`src/rtl/timer_trio_consts.vh`:
```
/*
 Holds the register offsets, field positions, codes and masks of the three
 timers (lifetime, general, wake-up). Included by timer_trio.v, the checker and the bench.
*/
`ifndef TIMER_TRIO_CONSTS_VH
`define TIMER_TRIO_CONSTS_VH
// ==================================================
// Register byte addresses
`define ADDR_LIFE_RELOAD  32'hFFFF_0300
`define ADDR_LIFE_LOW     32'hFFFF_0304
`define ADDR_LIFE_HIGH    32'hFFFF_0308
`define ADDR_LIFE_CTRL    32'hFFFF_030C
`define ADDR_LIFE_REFRESH 32'hFFFF_0310
`define ADDR_LIFE_CAPT    32'hFFFF_0314
`define ADDR_GEN_RELOAD   32'hFFFF_0320
`define ADDR_GEN_COUNT    32'hFFFF_0324
`define ADDR_GEN_CTRL     32'hFFFF_0328
`define ADDR_GEN_REFRESH  32'hFFFF_032C
`define ADDR_GEN_CAPT     32'hFFFF_0330
`define ADDR_WAKE_RELOAD  32'hFFFF_0340
`define ADDR_WAKE_COUNT   32'hFFFF_0344
`define ADDR_WAKE_CTRL    32'hFFFF_0348
`define ADDR_WAKE_REFRESH 32'hFFFF_034C
`define ADDR_WAKE_CAPT    32'hFFFF_0350
// ==================================================
// Control field positions and writable masks
`define CTL_CAPEN   17
`define CTL_UP      8
`define CTL_EN      7
`define CTL_PER     6
`define CTL_MODE48  4
`define CTL_PS_WE   23
`define CTL_IRQSEL  18
`define MASK_LIFE   32'h0003_F7DF
`define MASK_GEN    19'h7_FFFF
`define MASK_WAKE   32'h0003_F7FF
// ==================================================
// Clock select codes
`define LSRC_OSC    2'h0
`define LSRC_PLL    2'h1
`define LSRC_XTAL   2'h2
`define LSRC_CORE   2'h3
`define GSRC_OSC    3'h0
`define GSRC_CORE   3'h1
`define GSRC_PLL    3'h2
`define GSRC_PIN    3'h3
`define WSRC_CORE   2'h0
`define WSRC_OSC    2'h1
`define WSRC_XTAL   2'h2
`define WSRC_PLL    2'h3
// ==================================================
// Prescaler codes and terminal counts
`define PRE_DIV16   4'h4
`define PRE_DIV256  4'h8
`define PRE_DIV32K  4'hF
`define PTC_DIV1    15'h0000
`define PTC_DIV16   15'h000F
`define PTC_DIV256  15'h00FF
`define PTC_DIV32K  15'h7FFF
// ==================================================
// Time format limits and highest event number
`define HOUR_LIM23  8'h17
`define HOUR_LIM255 8'hFF
`define MINSEC_MAX  6'h3B
`define TICK_MAX    7'h7F
`define EVT_MAX     5'h10
`endif

```
`src/rtl/timer_trio.v`:
```
/*
 Three memory-mapped timers: lifetime (16/48 bit), general (32 bit with
 time format, postscaler, pin clock) and wake-up (32 bit), on Avalon-MM.
 Assumes all inputs synchronous to mclk; clock sources arrive as
 one-cycle tick enables; the pin clock counts on its rising edge.
*/
`include "timer_trio_consts.vh"

module timer_trio
(
    input  wire        mclk,          // Core clock, 250 MHz
    input  wire        rst_b,         // Asynchronous reset, active low
    input  wire [31:0] address,       // Avalon byte address
    input  wire        read,          // Avalon read request
    input  wire        write,         // Avalon write request
    input  wire [31:0] writedata,     // Avalon write data
    output reg  [31:0] readdata,      // Avalon read data
    output wire        waitrequest,   // Avalon wait
    input  wire        osc32Tick,     // Internal 32 kHz oscillator tick
    input  wire        xtal32Tick,    // External 32 kHz crystal tick
    input  wire        pllTick,       // Undivided PLL clock tick
    input  wire        timerClockPin, // General-purpose timer pin clock
    input  wire        lowPower,      // Part is in a low power mode
    input  wire        wakeIrqEnable, // Wake-up interrupt enable bit
    input  wire [16:0] irqSources,    // Interrupt sources, event 0..16
    output reg         lifetimeIrq,   // Lifetime timer interrupt
    output reg         generalIrq,    // General timer interrupt
    output reg         wakeupIrq      // Wake-up timer interrupt
);

// ==================================================
// Functions

// Terminal count of a prescaler code
function [14:0] preMask;
    input [3:0] code;
    begin
        case (code)
            `PRE_DIV16:  preMask = `PTC_DIV16;
            `PRE_DIV256: preMask = `PTC_DIV256;
            `PRE_DIV32K: preMask = `PTC_DIV32K;
            default:     preMask = `PTC_DIV1;
        endcase
    end
endfunction

// Rising edge of the selected event, numbers above 16 never hit
function evtHit;
    input [16:0] rise;
    input [4:0]  sel;
    begin
        evtHit = (sel <= `EVT_MAX) ? rise[sel] : 1'b0;
    end
endfunction

// One step of the hour:minute:second:tick format
function [31:0] hmsStep;
    input [31:0] v;
    input        up;
    input [7:0]  lim;
    reg   [7:0]  h;
    reg   [5:0]  m;
    reg   [5:0]  s;
    reg   [6:0]  f;
    begin
        h = v[31:24];
        m = v[21:16];
        s = v[13:8];
        f = v[6:0];
        if (up)
        begin
            f = (f == `TICK_MAX) ? 7'h00 : f + 7'h01;
            if (f == 7'h00)
                s = (s == `MINSEC_MAX) ? 6'h00 : s + 6'h01;
            if (f == 7'h00 && s == 6'h00)
                m = (m == `MINSEC_MAX) ? 6'h00 : m + 6'h01;
            if (f == 7'h00 && s == 6'h00 && m == 6'h00)
                h = (h == lim) ? 8'h00 : h + 8'h01;
        end
        else
        begin
            if (f == 7'h00 && s == 6'h00 && m == 6'h00)
                h = (h == 8'h00) ? lim : h - 8'h01;
            if (f == 7'h00 && s == 6'h00)
                m = (m == 6'h00) ? `MINSEC_MAX : m - 6'h01;
            if (f == 7'h00)
                s = (s == 6'h00) ? `MINSEC_MAX : s - 6'h01;
            f = (f == 7'h00) ? `TICK_MAX : f - 7'h01;
        end
        hmsStep = {h, 2'b00, m, 2'b00, s, 1'b0, f};
    end
endfunction

// Next count of a timer given its terminal state
function [31:0] nextCount;
    input [31:0] v;
    input        up;
    input        per;
    input [31:0] ld;
    input [31:0] full;
    input        term;
    input        hms;
    input [7:0]  lim;
    begin
        if (term)
            nextCount = per ? ld : (up ? 32'h0000_0000 : full);
        else if (hms)
            nextCount = hmsStep(v, up, lim);
        else
            nextCount = up ? v + 32'h0000_0001 : v - 32'h0000_0001;
    end
endfunction

// ==================================================
// Registers and state
reg  [15:0] lifeReload;   // Lifetime load value
reg  [31:0] lifeCtrl;     // Lifetime control
reg  [47:0] lifeCount;    // Lifetime counter
reg  [15:0] lifeCapt;     // Lifetime capture
reg  [31:0] genReload;    // General load value
reg  [18:0] genCtrl;      // General control, low field
reg  [7:0]  postScale;    // General postscaler compare value
reg  [7:0]  postCount;    // Overflows since last match
reg         postFlag;     // Postscaler compare flag
reg  [31:0] genCount;     // General counter
reg  [31:0] genCapt;      // General capture
reg  [31:0] wakeReload;   // Wake-up load value
reg  [31:0] wakeCtrl;     // Wake-up control
reg  [31:0] wakeCount;    // Wake-up counter
reg  [31:0] wakeCapt;     // Wake-up capture
reg  [16:0] srcPrev;      // Event sources, last cycle
reg         pinPrev;      // Pin clock, last cycle
reg         ack;          // Bus answer phase
reg  [31:0] rdMux;        // Read data selection
reg  [2:0]  srcTick;      // Selected source tick per timer
wire [2:0]  preTick;      // Prescaled tick per timer
wire [16:0] srcRise;      // Event first assertion
wire        pinEdge;      // Pin clock rising edge

assign srcRise = irqSources & ~srcPrev;
assign pinEdge = timerClockPin & ~pinPrev;

// ==================================================
// Avalon-MM slave: one wait cycle, then the answer
wire req      = read | write;
wire wrStb    = write & ack;
wire lifeClr  = wrStb & (address == `ADDR_LIFE_REFRESH);
wire genClr   = wrStb & (address == `ADDR_GEN_REFRESH);
wire wakeClr  = wrStb & (address == `ADDR_WAKE_REFRESH);

assign waitrequest = req & ~ack;

// Answer phase toggles for every request
always @(posedge mclk or negedge rst_b)
begin
    if (!rst_b)
        ack <= 1'b0;
    else
        ack <= req & ~ack;
end

// Read selection, unmapped reads return zero
always @*
begin
    case (address)
        `ADDR_LIFE_RELOAD: rdMux = {16'h0000, lifeReload};
        `ADDR_LIFE_LOW:    rdMux = {16'h0000, lifeCount[15:0]};
        `ADDR_LIFE_HIGH:   rdMux = lifeCount[47:16];
        `ADDR_LIFE_CTRL:   rdMux = lifeCtrl;
        `ADDR_LIFE_CAPT:   rdMux = {16'h0000, lifeCapt};
        `ADDR_GEN_RELOAD:  rdMux = genReload;
        `ADDR_GEN_COUNT:   rdMux = genCount;
        `ADDR_GEN_CTRL:    rdMux = {postScale, 4'h0, postFlag, genCtrl};
        `ADDR_GEN_CAPT:    rdMux = genCapt;
        `ADDR_WAKE_RELOAD: rdMux = wakeReload;
        `ADDR_WAKE_COUNT:  rdMux = wakeCount;
        `ADDR_WAKE_CTRL:   rdMux = wakeCtrl;
        `ADDR_WAKE_CAPT:   rdMux = wakeCapt;
        default:           rdMux = 32'h0000_0000;
    endcase
end

// Read data captured in the wait cycle; reads have no side effect
always @(posedge mclk or negedge rst_b)
begin
    if (!rst_b)
        readdata <= 32'h0000_0000;
    else if (read & ~ack)
        readdata <= rdMux;
end

// Software-written registers
always @(posedge mclk or negedge rst_b)
begin
    if (!rst_b)
    begin
        lifeReload <= 16'h0000;
        lifeCtrl   <= 32'h0000_0000;
        genReload  <= 32'h0000_0000;
        genCtrl    <= 19'h0_0000;
        postScale  <= 8'h00;
        wakeReload <= 32'h0000_0000;
        wakeCtrl   <= 32'h0000_0000;
    end
    else if (wrStb)
    begin
        case (address)
            `ADDR_LIFE_RELOAD: lifeReload <= writedata[15:0];
            `ADDR_LIFE_CTRL:   lifeCtrl   <= writedata & `MASK_LIFE;
            `ADDR_GEN_RELOAD:  genReload  <= writedata;
            `ADDR_GEN_CTRL:
            begin
                genCtrl <= writedata[18:0] & `MASK_GEN;
                if (writedata[`CTL_PS_WE])
                    postScale <= writedata[31:24];
            end
            `ADDR_WAKE_RELOAD: wakeReload <= writedata;
            `ADDR_WAKE_CTRL:   wakeCtrl   <= writedata & `MASK_WAKE;
            default:           lifeReload <= lifeReload;
        endcase
    end
end

// ==================================================
// Clock source selection
always @*
begin
    case (lifeCtrl[10:9])
        `LSRC_OSC:  srcTick[0] = osc32Tick;
        `LSRC_PLL:  srcTick[0] = pllTick;
        `LSRC_XTAL: srcTick[0] = xtal32Tick;
        default:    srcTick[0] = ~lowPower;    // Core clock stops in low power
    endcase
    case (genCtrl[11:9])
        `GSRC_OSC:  srcTick[1] = osc32Tick;
        `GSRC_CORE: srcTick[1] = ~lowPower;
        `GSRC_PLL:  srcTick[1] = pllTick & ~lowPower;
        `GSRC_PIN:  srcTick[1] = pinEdge;
        default:    srcTick[1] = 1'b0;
    endcase
    case (wakeCtrl[10:9])
        `WSRC_CORE: srcTick[2] = 1'b1;
        `WSRC_OSC:  srcTick[2] = osc32Tick;
        `WSRC_XTAL: srcTick[2] = xtal32Tick;
        default:    srcTick[2] = pllTick;
    endcase
end

// ==================================================
// Prescalers, one per timer
wire [2:0]  tmrEn    = {wakeCtrl[`CTL_EN], genCtrl[`CTL_EN], lifeCtrl[`CTL_EN]};
wire [11:0] preField = {wakeCtrl[3:0], genCtrl[3:0], lifeCtrl[3:0]};

genvar g;
generate
    for (g = 0; g < 3; g = g + 1)
    begin : gPre
        reg [14:0] preCnt;  // Source ticks since last prescaled tick
        wire       preEnd = (preCnt >= preMask(preField[4*g+3 -: 4])); // Stale count ends at once

        // Counts source ticks while the timer is enabled
        always @(posedge mclk or negedge rst_b)
        begin
            if (!rst_b)
                preCnt <= 15'h0000;
            else if (!tmrEn[g])
                preCnt <= 15'h0000;
            else if (srcTick[g])
                preCnt <= preEnd ? 15'h0000 : preCnt + 15'h0001;
        end
        assign preTick[g] = tmrEn[g] & srcTick[g] & preEnd;
    end
endgenerate

// Event edge and pin history
always @(posedge mclk or negedge rst_b)
begin
    if (!rst_b)
    begin
        srcPrev <= 17'h0_0000;
        pinPrev <= 1'b0;
    end
    else
    begin
        srcPrev <= irqSources;
        pinPrev <= timerClockPin;
    end
end

// ==================================================
// Lifetime timer
wire        lifeWide = lifeCtrl[`CTL_MODE48];
wire        lifeUp   = lifeCtrl[`CTL_UP];
wire        lifeTerm = lifeWide ? (&lifeCount)
                     : (lifeUp ? (lifeCount[15:0] == 16'hFFFF)
                               : (lifeCount[15:0] == 16'h0000));
wire [31:0] lifeNext = nextCount({16'h0000, lifeCount[15:0]}, lifeUp,
                                 lifeCtrl[`CTL_PER], {16'h0000, lifeReload},
                                 32'h0000_FFFF, lifeTerm, 1'b0, 8'h00);
wire        lifeOv   = preTick[0] & lifeTerm;

// Counter, capture and interrupt
always @(posedge mclk or negedge rst_b)
begin
    if (!rst_b)
    begin
        lifeCount   <= 48'h0000_0000_0000;
        lifeCapt    <= 16'h0000;
        lifetimeIrq <= 1'b0;
    end
    else
    begin
        if (lifeClr)
            lifeCount <= lifeWide ? 48'h0000_0000_0000
                                  : {32'h0000_0000, lifeReload};
        else if (preTick[0] && lifeWide)
            lifeCount <= lifeCount + 48'h0000_0000_0001;
        else if (preTick[0])
            lifeCount <= {32'h0000_0000, lifeNext[15:0]};
        if (lifeCtrl[`CTL_CAPEN] && !lifeWide && evtHit(srcRise, lifeCtrl[16:12]))
            lifeCapt <= lifeCount[15:0];
        lifetimeIrq <= lifeOv | (lifetimeIrq & ~lifeClr);
    end
end

// ==================================================
// General timer
wire        genUp    = genCtrl[`CTL_UP];
wire        genHms   = genCtrl[5];
wire [7:0]  genLim   = genCtrl[4] ? `HOUR_LIM255 : `HOUR_LIM23;
wire [31:0] genFull  = genHms ? {genLim, 2'b00, `MINSEC_MAX, 2'b00,
                                 `MINSEC_MAX, 1'b0, `TICK_MAX} : 32'hFFFF_FFFF;
wire        genTerm  = genUp ? (genCount == genFull) : (genCount == 32'h0000_0000);
wire        genOv    = preTick[1] & genTerm;
wire        postHit  = genOv & (postCount == postScale);

// Counter, postscaler, capture and interrupt
always @(posedge mclk or negedge rst_b)
begin
    if (!rst_b)
    begin
        genCount   <= 32'h0000_0000;
        genCapt    <= 32'h0000_0000;
        postCount  <= 8'h00;
        postFlag   <= 1'b0;
        generalIrq <= 1'b0;
    end
    else
    begin
        if (genClr)
            genCount <= genReload;
        else if (preTick[1])
            genCount <= nextCount(genCount, genUp, genCtrl[`CTL_PER],
                                  genReload, genFull, genTerm,
                                  genHms, genLim);
        if (genClr || postHit)
            postCount <= 8'h00;
        else if (genOv)
            postCount <= postCount + 8'h01;
        postFlag <= postHit | (postFlag & ~genClr);
        if (genCtrl[`CTL_CAPEN] && evtHit(srcRise, genCtrl[16:12]))
            genCapt <= genCount;
        generalIrq <= (genCtrl[`CTL_IRQSEL] ? postHit : genOv)
                    | (generalIrq & ~genClr);
    end
end

// ==================================================
// Wake-up timer
wire        wakeUp   = wakeCtrl[`CTL_UP];
wire        wakeHms  = wakeCtrl[5];
wire [7:0]  wakeLim  = wakeCtrl[4] ? `HOUR_LIM255 : `HOUR_LIM23;
wire [31:0] wakeFull = wakeHms ? {wakeLim, 2'b00, `MINSEC_MAX, 2'b00,
                                  `MINSEC_MAX, 1'b0, `TICK_MAX} : 32'hFFFF_FFFF;
wire        wakeTerm = wakeUp ? (wakeCount == wakeFull) : (wakeCount == 32'h0000_0000);

// Counter, capture and interrupt
always @(posedge mclk or negedge rst_b)
begin
    if (!rst_b)
    begin
        wakeCount <= 32'h0000_0000;
        wakeCapt  <= 32'h0000_0000;
        wakeupIrq <= 1'b0;
    end
    else
    begin
        if (wakeClr)
            wakeCount <= wakeReload;
        else if (preTick[2])
            wakeCount <= nextCount(wakeCount, wakeUp, wakeCtrl[`CTL_PER],
                                   wakeReload, wakeFull, wakeTerm,
                                   wakeHms, wakeLim);
        if (wakeIrqEnable && wakeCtrl[`CTL_CAPEN]
            && evtHit(srcRise, wakeCtrl[16:12]))
            wakeCapt <= wakeCount;
        wakeupIrq <= (preTick[2] & wakeTerm) | (wakeupIrq & ~wakeClr);
    end
end

endmodule // timer_trio

```
`config.mk`:
```
export PLATFORM = sky130hd
export DESIGN_NAME = timer_trio
export DESIGN_NICKNAME = d
export VERILOG_FILES = /design/src/rtl/timer_trio.v
export VERILOG_INCLUDE_DIRS = /design/src /design/src/rtl
export SDC_FILE = /design/constraint.sdc
export NUM_CORES = 1
export LEC_CHECK = 0
export BUFFER_PORTS_ARGS = -buffer_cell sky130_fd_sc_hd__buf_2
export CORE_MARGIN = 3
export CORE_UTILIZATION = 50
export CTS_CLUSTER_SIZE = 28
export DETAILED_ROUTE_END_ITERATION = 10
export MAX_ROUTING_LAYER = met4
export PLACE_DENSITY = 0.67
export SYNTH_ARGS = -nofsm -noshare
export SYNTH_HDL_FRONTEND = slang
export SYNTH_SLANG_ARGS = --single-unit
```
`constraint.sdc`:
```
create_clock -name mclk -period 4.75 [get_ports mclk]
set_input_delay 0.475 -clock mclk [delete_from_list [all_inputs] [get_ports mclk]]
set_output_delay 0.475 -clock mclk [all_outputs]
set_load 0.01 [all_outputs]
```
==> flow_metrics.tcl, run 1 <==
set metrics [dict create \
    setup_viol 0 \
    hold_path_class "in -> async" \
    fin_skew_ns 0.0366 \
    synth_area_leaders "dfrtp_1 (36%), mux2_2 (7.6%), ha_1 (5.9%)" \
    rows 90 \
    routabilityCongestion 1.01 \
    switching_power_uw 1860 \
    hold_viol_final 33 \
    grt_overflow 0 \
    grt_pass1_wl_mm 177 \
    drt_pass1_iterations 7 \
    initial_core_util_pct 50.8 \
    die_area_sq_um 64600 \
    syn_inst 3460 \
    cts_root_buf "clkbuf_16" \
    top_usage_layer "met2" \
    fin_worst_hold_slack_ns -0.0280 \
    syn_area_per_cell_sq_um 8.90 \
    grt_max_degree 119 \
    portBuffers 126 \
    die_w_um 254 \
    die_h_um 254 \
    synth_top_area_share_pct 35.8 \
    drc_errors 0 \
    fin_crit_sh_pct 89.6 \
    io_pins 127 \
    final_max_slew_viol_count 0 \
    violations "hold timing" \
    avgViaCountPerCell 6.89 \
    power.density_nw_per_um2 236 \
    layout.nets 3785 \
    worst-path-max-fanout 20 \
    dp_cells 4258 \
    synth-seq-area-share_pct 35.8 \
    crit_path_start_kind "flip-flop" \
    synth_area_sq_um 30800 \
    rsz0062_at_grt "false" \
    synth-edff-count 0 \
    wire_per_inst_um 26.6 \
    worstRegToRegCells 10 \
    cts_htree_levels 2 \
    grt_util_met3_pct 5.64 \
    cts.sinks 440 \
    clk_pin_slew_ns 0.06 \
    p_seq_share_pct 46.3 \
    cts_tree "yes" \
    synth-main-ff-cell "dfrtp_1" \
    drt_iter0_drc 3782 \
    synthTopCellsByCount "dfrtp_1 (440), o21ai_0 (309), nand2_1 (293)" \
    grt_pass1_vias 28724 \
    max_freq_ghz 0.235 \
    clk_latency_ns 0.63 \
    worstPathRequired_ns 5.28 \
    cts_buffers 50 \
    hpwl_mm 86.2 \
    antenna_left 0 \
    tns_ns 0 \
    async_reset_ff_share_pct 100 \
    p_int_uw 6260 \
    worst_setup_path_end_kind "flip-flop" \
    grt_use_met2_pct 56.5 \
    p_sw_share_pct 22.9 \
    power.share.clock_pct 50.9 \
    p_leak_uw 0.0152 \
    grt_usage_pct 36.7 \
    synth_cell_types 87 \
    final_cells 4374 \
    tightest_slew_ns 1.07 \
    synth_largest_area_cell "dfrtp_1" \
    outcome "complete, but fails checks" \
    core_sq_um 60600 \
    relSlewSlack_pct 28.4 \
    cts.path.max_buffers 3 \
    maxCapViolations 0 \
    use_met1_pct 48.9 \
    drive_gt1_share_pct 16.0 \
    antenna_found_initial 2 \
    p_total_uw 8120 \
    layout_min_cycle_time_ns 4.26 \
    ys_ff_latch 440 \
    comb_power_share_pct 2.8 \
    via_count 30126 \
    crit_type "reg -> reg" \
    routed_wl_mm 116 \
    arrival_ns 4.78 \
    ys.warnings.count 0 \
    post-cts-setup-buffers 0 \
    area_growth_pct 11.7 \
    peakVddDrop_v 0.000280 \
    yosysMostFrequentCell "dfrtp_1" \
    synth_fp_nets 3699 \
]
==> final timing paths <==
path	from	to	slack (ns)
max	lifeCtrl[3]$_DFFE_PN0P_	gPre[0].preCnt[13]$_DFFE_PN0P_	0.49
min	rst_b	genCount[26]$_DFFE_PN0P_	-0.03
max reg2reg	lifeCtrl[3]$_DFFE_PN0P_	gPre[0].preCnt[13]$_DFFE_PN0P_	0.49
min reg2reg	readdata[26]$_DFFE_PN0P_	readdata[26]$_DFFE_PN0P_	0.47
max in group asynchronous	rst_b	wakeCapt[27]$_DFFE_PN0P_	3.54
min in group mclk	writedata[18]	genReload[18]$_DFFE_PN0P_	0.12
==> placed cells by master (no fill, tap or decap), drive strengths merged, types with 28 or more instances in the layout <==
master  synthesis  routed
a211oi         65      65
a21oi         201     201
nand2         293     293
xnor2          63      63
and3           60      60
a21o           49      49
nor4           28      28
nand2b         61      61
clkbuf        163      69
ha            145     145
buf            52     231
mux2i          28      28
nor3           93      93
mux2          208     208
a222oi         34      34
nor2          248     248
a221oi         47      47
nand4          47      47
dfrtp         440     440
o21ai         326     326
inv            76      79
a22oi          70      70
xor2           54      54
nand3         124     124
o31ai          36      36
a22o           29      29
a31oi          60      60
==> final cells by class <==
type                       instances  area [sq um]
fill                            5452         26200
timing repair buffer             249          1670
sequential                       440         11000
antenna                            6          15.0
clock inverter                    23           319
multi-input combinational       2727         18700
clock buffer                      69          1420
inverter                          78           293
tap                              782           978
==> cells by family (layout without fill, tap and decap cells) <==
kind of cell    Yosys count  in the layout  share of synthesized area, %
compound gates         1110           1110                          23.6
fa+ha+maj               148            148                          6.09
buf+inv                 293            419                          3.72
xor+xnor                117            117                          3.33
flops                   440            440                          35.8
simple gates           1100           1100                          17.8
mux                     252            252                          9.69
other cells               0              6                             0
==> metal layers <==
metal / up-vias / part of all wire (%)
li1: 13311 / -
met1: 14798 / 41
met2: 1704 / 45
met3: 313 / 9.5
met4: 0 / 4.6
met5: - / 0
==> through the flow <==
stage,area (sq um),util [%],setup slack (ns)
2_1_floorplan,30800,-,0.423
3_3_place_gp,32400,53.6,0.432
3_5_place_dp,32400,53.6,0.391
4_1_cts,34400,56.7,0.289
5_1_grt,34400,56.7,0.178
6_report,34400,56.8,0.494
==> registers in the layout, indices dropped and copies added (netlist names), 8 cells and up <==
| signal | cells |
|---|---|
| wakeCount | 32 |
| genReload | 32 |
| gPre.preCnt | 45 |
| wakeCapt | 32 |
| wakeCtrl | 17 |
| genCapt | 32 |
| srcPrev | 17 |
| genCtrl | 19 |
| genCount | 32 |
| postCount | 8 |
| lifeReload | 16 |
| lifeCapt | 16 |
| wakeReload | 32 |
| lifeCount | 48 |
| lifeCtrl | 16 |
| postScale | 8 |
| readdata | 32 |
==> repair_timing <==
| item | CTS | global route |
|---|---|---|
| hold endpoints to repair | 18 | 0 |
| endpoints found under the setup margin | 0 | 7 |
| hold buffers | 18 | 0 |
| gates resized for setup | 0 | 1 |
==> worst max-delay path, stage by stage, from the launching register on <==
cell and delay [ns]:
dfrtp_1 0.47, nand4_1 0.37, ha_1 0.42, a21o_1 0.16, a211o_1 0.30, o22a_1 0.22, a21boi_0 0.16, a41oi_1 0.78
nand2_1 0.62, or3_1 0.53, o221ai_1 0.10
==> power by group through the flow <==
stage	registers (uW)	logic (uW)	clock network, uW
CTS	3760	227	4170
global placement	3830	209	0
floorplan	3830	38.4	0
global route	3760	246	4320
detailed placement	3830	214	0
finish	3760	225	4130
(Power assumes the default switching activity.)
==> inputs of run 2 (changes only) <==
CORE_UTILIZATION = 55   (was 50)
PLACE_DENSITY = 0.72   (was 0.67)
==> flow_metrics.tcl, run 2 (synthesis gave the netlist of run 1 again) <==
set metrics [dict create \
    outcome "finished, final reports clean" \
    path_cells "nand4_1 -> o31ai_1 -> inv_1 -> ha_1 -> nand4_1 -> o21ai_0 -> a221oi_1 -> a31o_2 -> nand2_1 -> o21ai_1 -> mux2_2" \
    avgViaCountPerCell 7.01 \
    cts.sinks 440 \
    grt_overflow 0 \
    p_leak_uw 0.0152 \
    layout.nets 3785 \
    portBuffers 126 \
    crit_path_start_kind "flip-flop" \
    worst-path-max-fanout 16 \
    hold_path_class "in -> reg" \
    post-cts-setup-buffers 0 \
    critPathMaxStageDelay_ns 0.76 \
    cp_slowest_cell "o21ai_1" \
    via_count 30440 \
    area_growth_pct 11.5 \
    drc_errors 0 \
    postCtsHoldBufs 19 \
    relSlewSlack_pct 13.1 \
    hold_viol_final 0 \
    clk_latency_ns 0.64 \
    final_max_slew_viol_count 0 \
    worst_setup_path_end_kind "flip-flop" \
    place_ws_ns 0.570 \
    n_fill_cell 4761 \
    rows 86 \
    cts_tree "yes" \
    arrival_ns 4.85 \
    grt_max_degree 164 \
    multi_input_area_sq_um 18700 \
    cts_root_buf "clkbuf_16" \
    drt_pass1_iterations 7 \
    grt_pass1_wl_mm 179 \
    clk_pin_slew_ns 0.06 \
    die_h_um 243 \
    grt_usage_pct 40.4 \
    top_regs "lifeCount (48), gPre.preCnt (45)" \
    routabilityCongestion 1.05 \
    maxCapViolations 0 \
    cts_htree_levels 2 \
    cts.path.max_buffers 3 \
    initial_core_util_pct 55.8 \
    regArea_sq_um 11000 \
    die_area_sq_um 58800 \
    critPathBufInv 1 \
    core_sq_um 55200 \
    setup_viol 0 \
    rsz0062_at_grt "false" \
    peakVddDrop_v 0.000304 \
    drive_gt1_share_pct 16.0 \
    cp_common_cell "nand4_1" \
    wire_per_inst_um 27.3 \
    crit_type "reg -> reg" \
    antenna_found_initial 8 \
    setup_ws_ns 0.404 \
    cts_resized 0 \
    fin_crit_sh_pct 91.5 \
    routed_wl_mm 119 \
    grt_pass1_vias 29372 \
    tightest_slew_ns 1.29 \
    max_freq_ghz 0.230 \
    largest-register "lifeCount" \
    die_w_um 243 \
    design_area_sq_um 34300 \
    layout_min_cycle_time_ns 4.35 \
    worstPathRequired_ns 5.26 \
    fin_worst_hold_slack_ns 0.137 \
    power.density_nw_per_um2 237 \
    critical_path.top_delay_family "compound AO/OA/AOI/OAI gates" \
    placed_area_sq_um 32400 \
    mostFrequentLayoutCell "dfrtp_1" \
    fin_skew_ns 0.0323 \
    io_pins 127 \
    utilization_pct 62.2 \
    largest_reg_flops 48 \
    hpwl_mm 86.7 \
    tns_ns 0 \
    drt_iter0_drc 3577 \
    layout_common_cells "dfrtp_1 (440), o21ai_0 (309), nand2_1 (293), nor2_1 (240), mux2_2 (208)" \
    antenna_left 0 \
    cts_buffers 50 \
]
run 2: changes by cell type in the layout (fill, tap and decap cells not counted), sizes merged:
cell and change:
bufinv -1, inv +2, clkinv -2, diode +3, dlygate4sd3 +1, buf -1
clkinvlp +1
run 2: per-layer routing:
metal	global-route usage (%)	wire [um]	vias to the layer above
met1	51.0	46700	15014
li1	-	-	13272
met5	-	0	-
met2	61.9	53200	1780
met4	18.9	6490	0
met3	9.11	12300	374
run 2: stage by stage:
stage               power (uW)  instances
finish                    8150       4343
global route              8340       4343
CTS                       8160       4334
detailed placement        4040       4223
global placement          4040       4223
floorplan                 3870       3460
run 2: final timing paths:
check | startpoint | end | slack, ns | cells past startpoint
max in group asynchronous | rst_b | readdata[12]$_DFFE_PN0P_ | 2.96 | 3
worst min register to register | readdata[26]$_DFFE_PN0P_ | readdata[26]$_DFFE_PN0P_ | 0.47 | 1
worst min-delay path | read | ack$_DFF_PN0_ | 0.14 | 3
worst max register to register | wakeCtrl[3]$_DFFE_PN0P_ | wakeCount[24]$_DFFE_PN0P_ | 0.40 | 11
worst max-delay path | wakeCtrl[3]$_DFFE_PN0P_ | wakeCount[24]$_DFFE_PN0P_ | 0.40 | 11
min in group asynchronous | rst_b | genCount[28]$_DFFE_PN0P_ | 0.40 | 2
run 2: final cells by class:
| type | instances | share of cell area, % |
|---|---|---|
| multi-input cells | 2727 | 54.4 |
| flip-flops and latches | 440 | 32.1 |
| repair buffers | 249 | 4.77 |
| clock buffers | 69 | 4.17 |
| well taps | 748 | 2.73 |
| clock inverters | 23 | 0.915 |
| inverters | 78 | 0.853 |
| diodes | 9 | 0.0656 |
run 2: worst min-delay path, stage by stage:
cell	delay (ns)
buf_2	0.11
nor2_1	0.08
nor2_1	0.06
run 2: power breakdown:
group	leakage [uW]	internal (uW)	total (uW)	switching, uW
clock	0.000856	2410	4160	1750
sequential	0.00600	3760	3760	4.12
combinational	0.00835	64.0	232	167
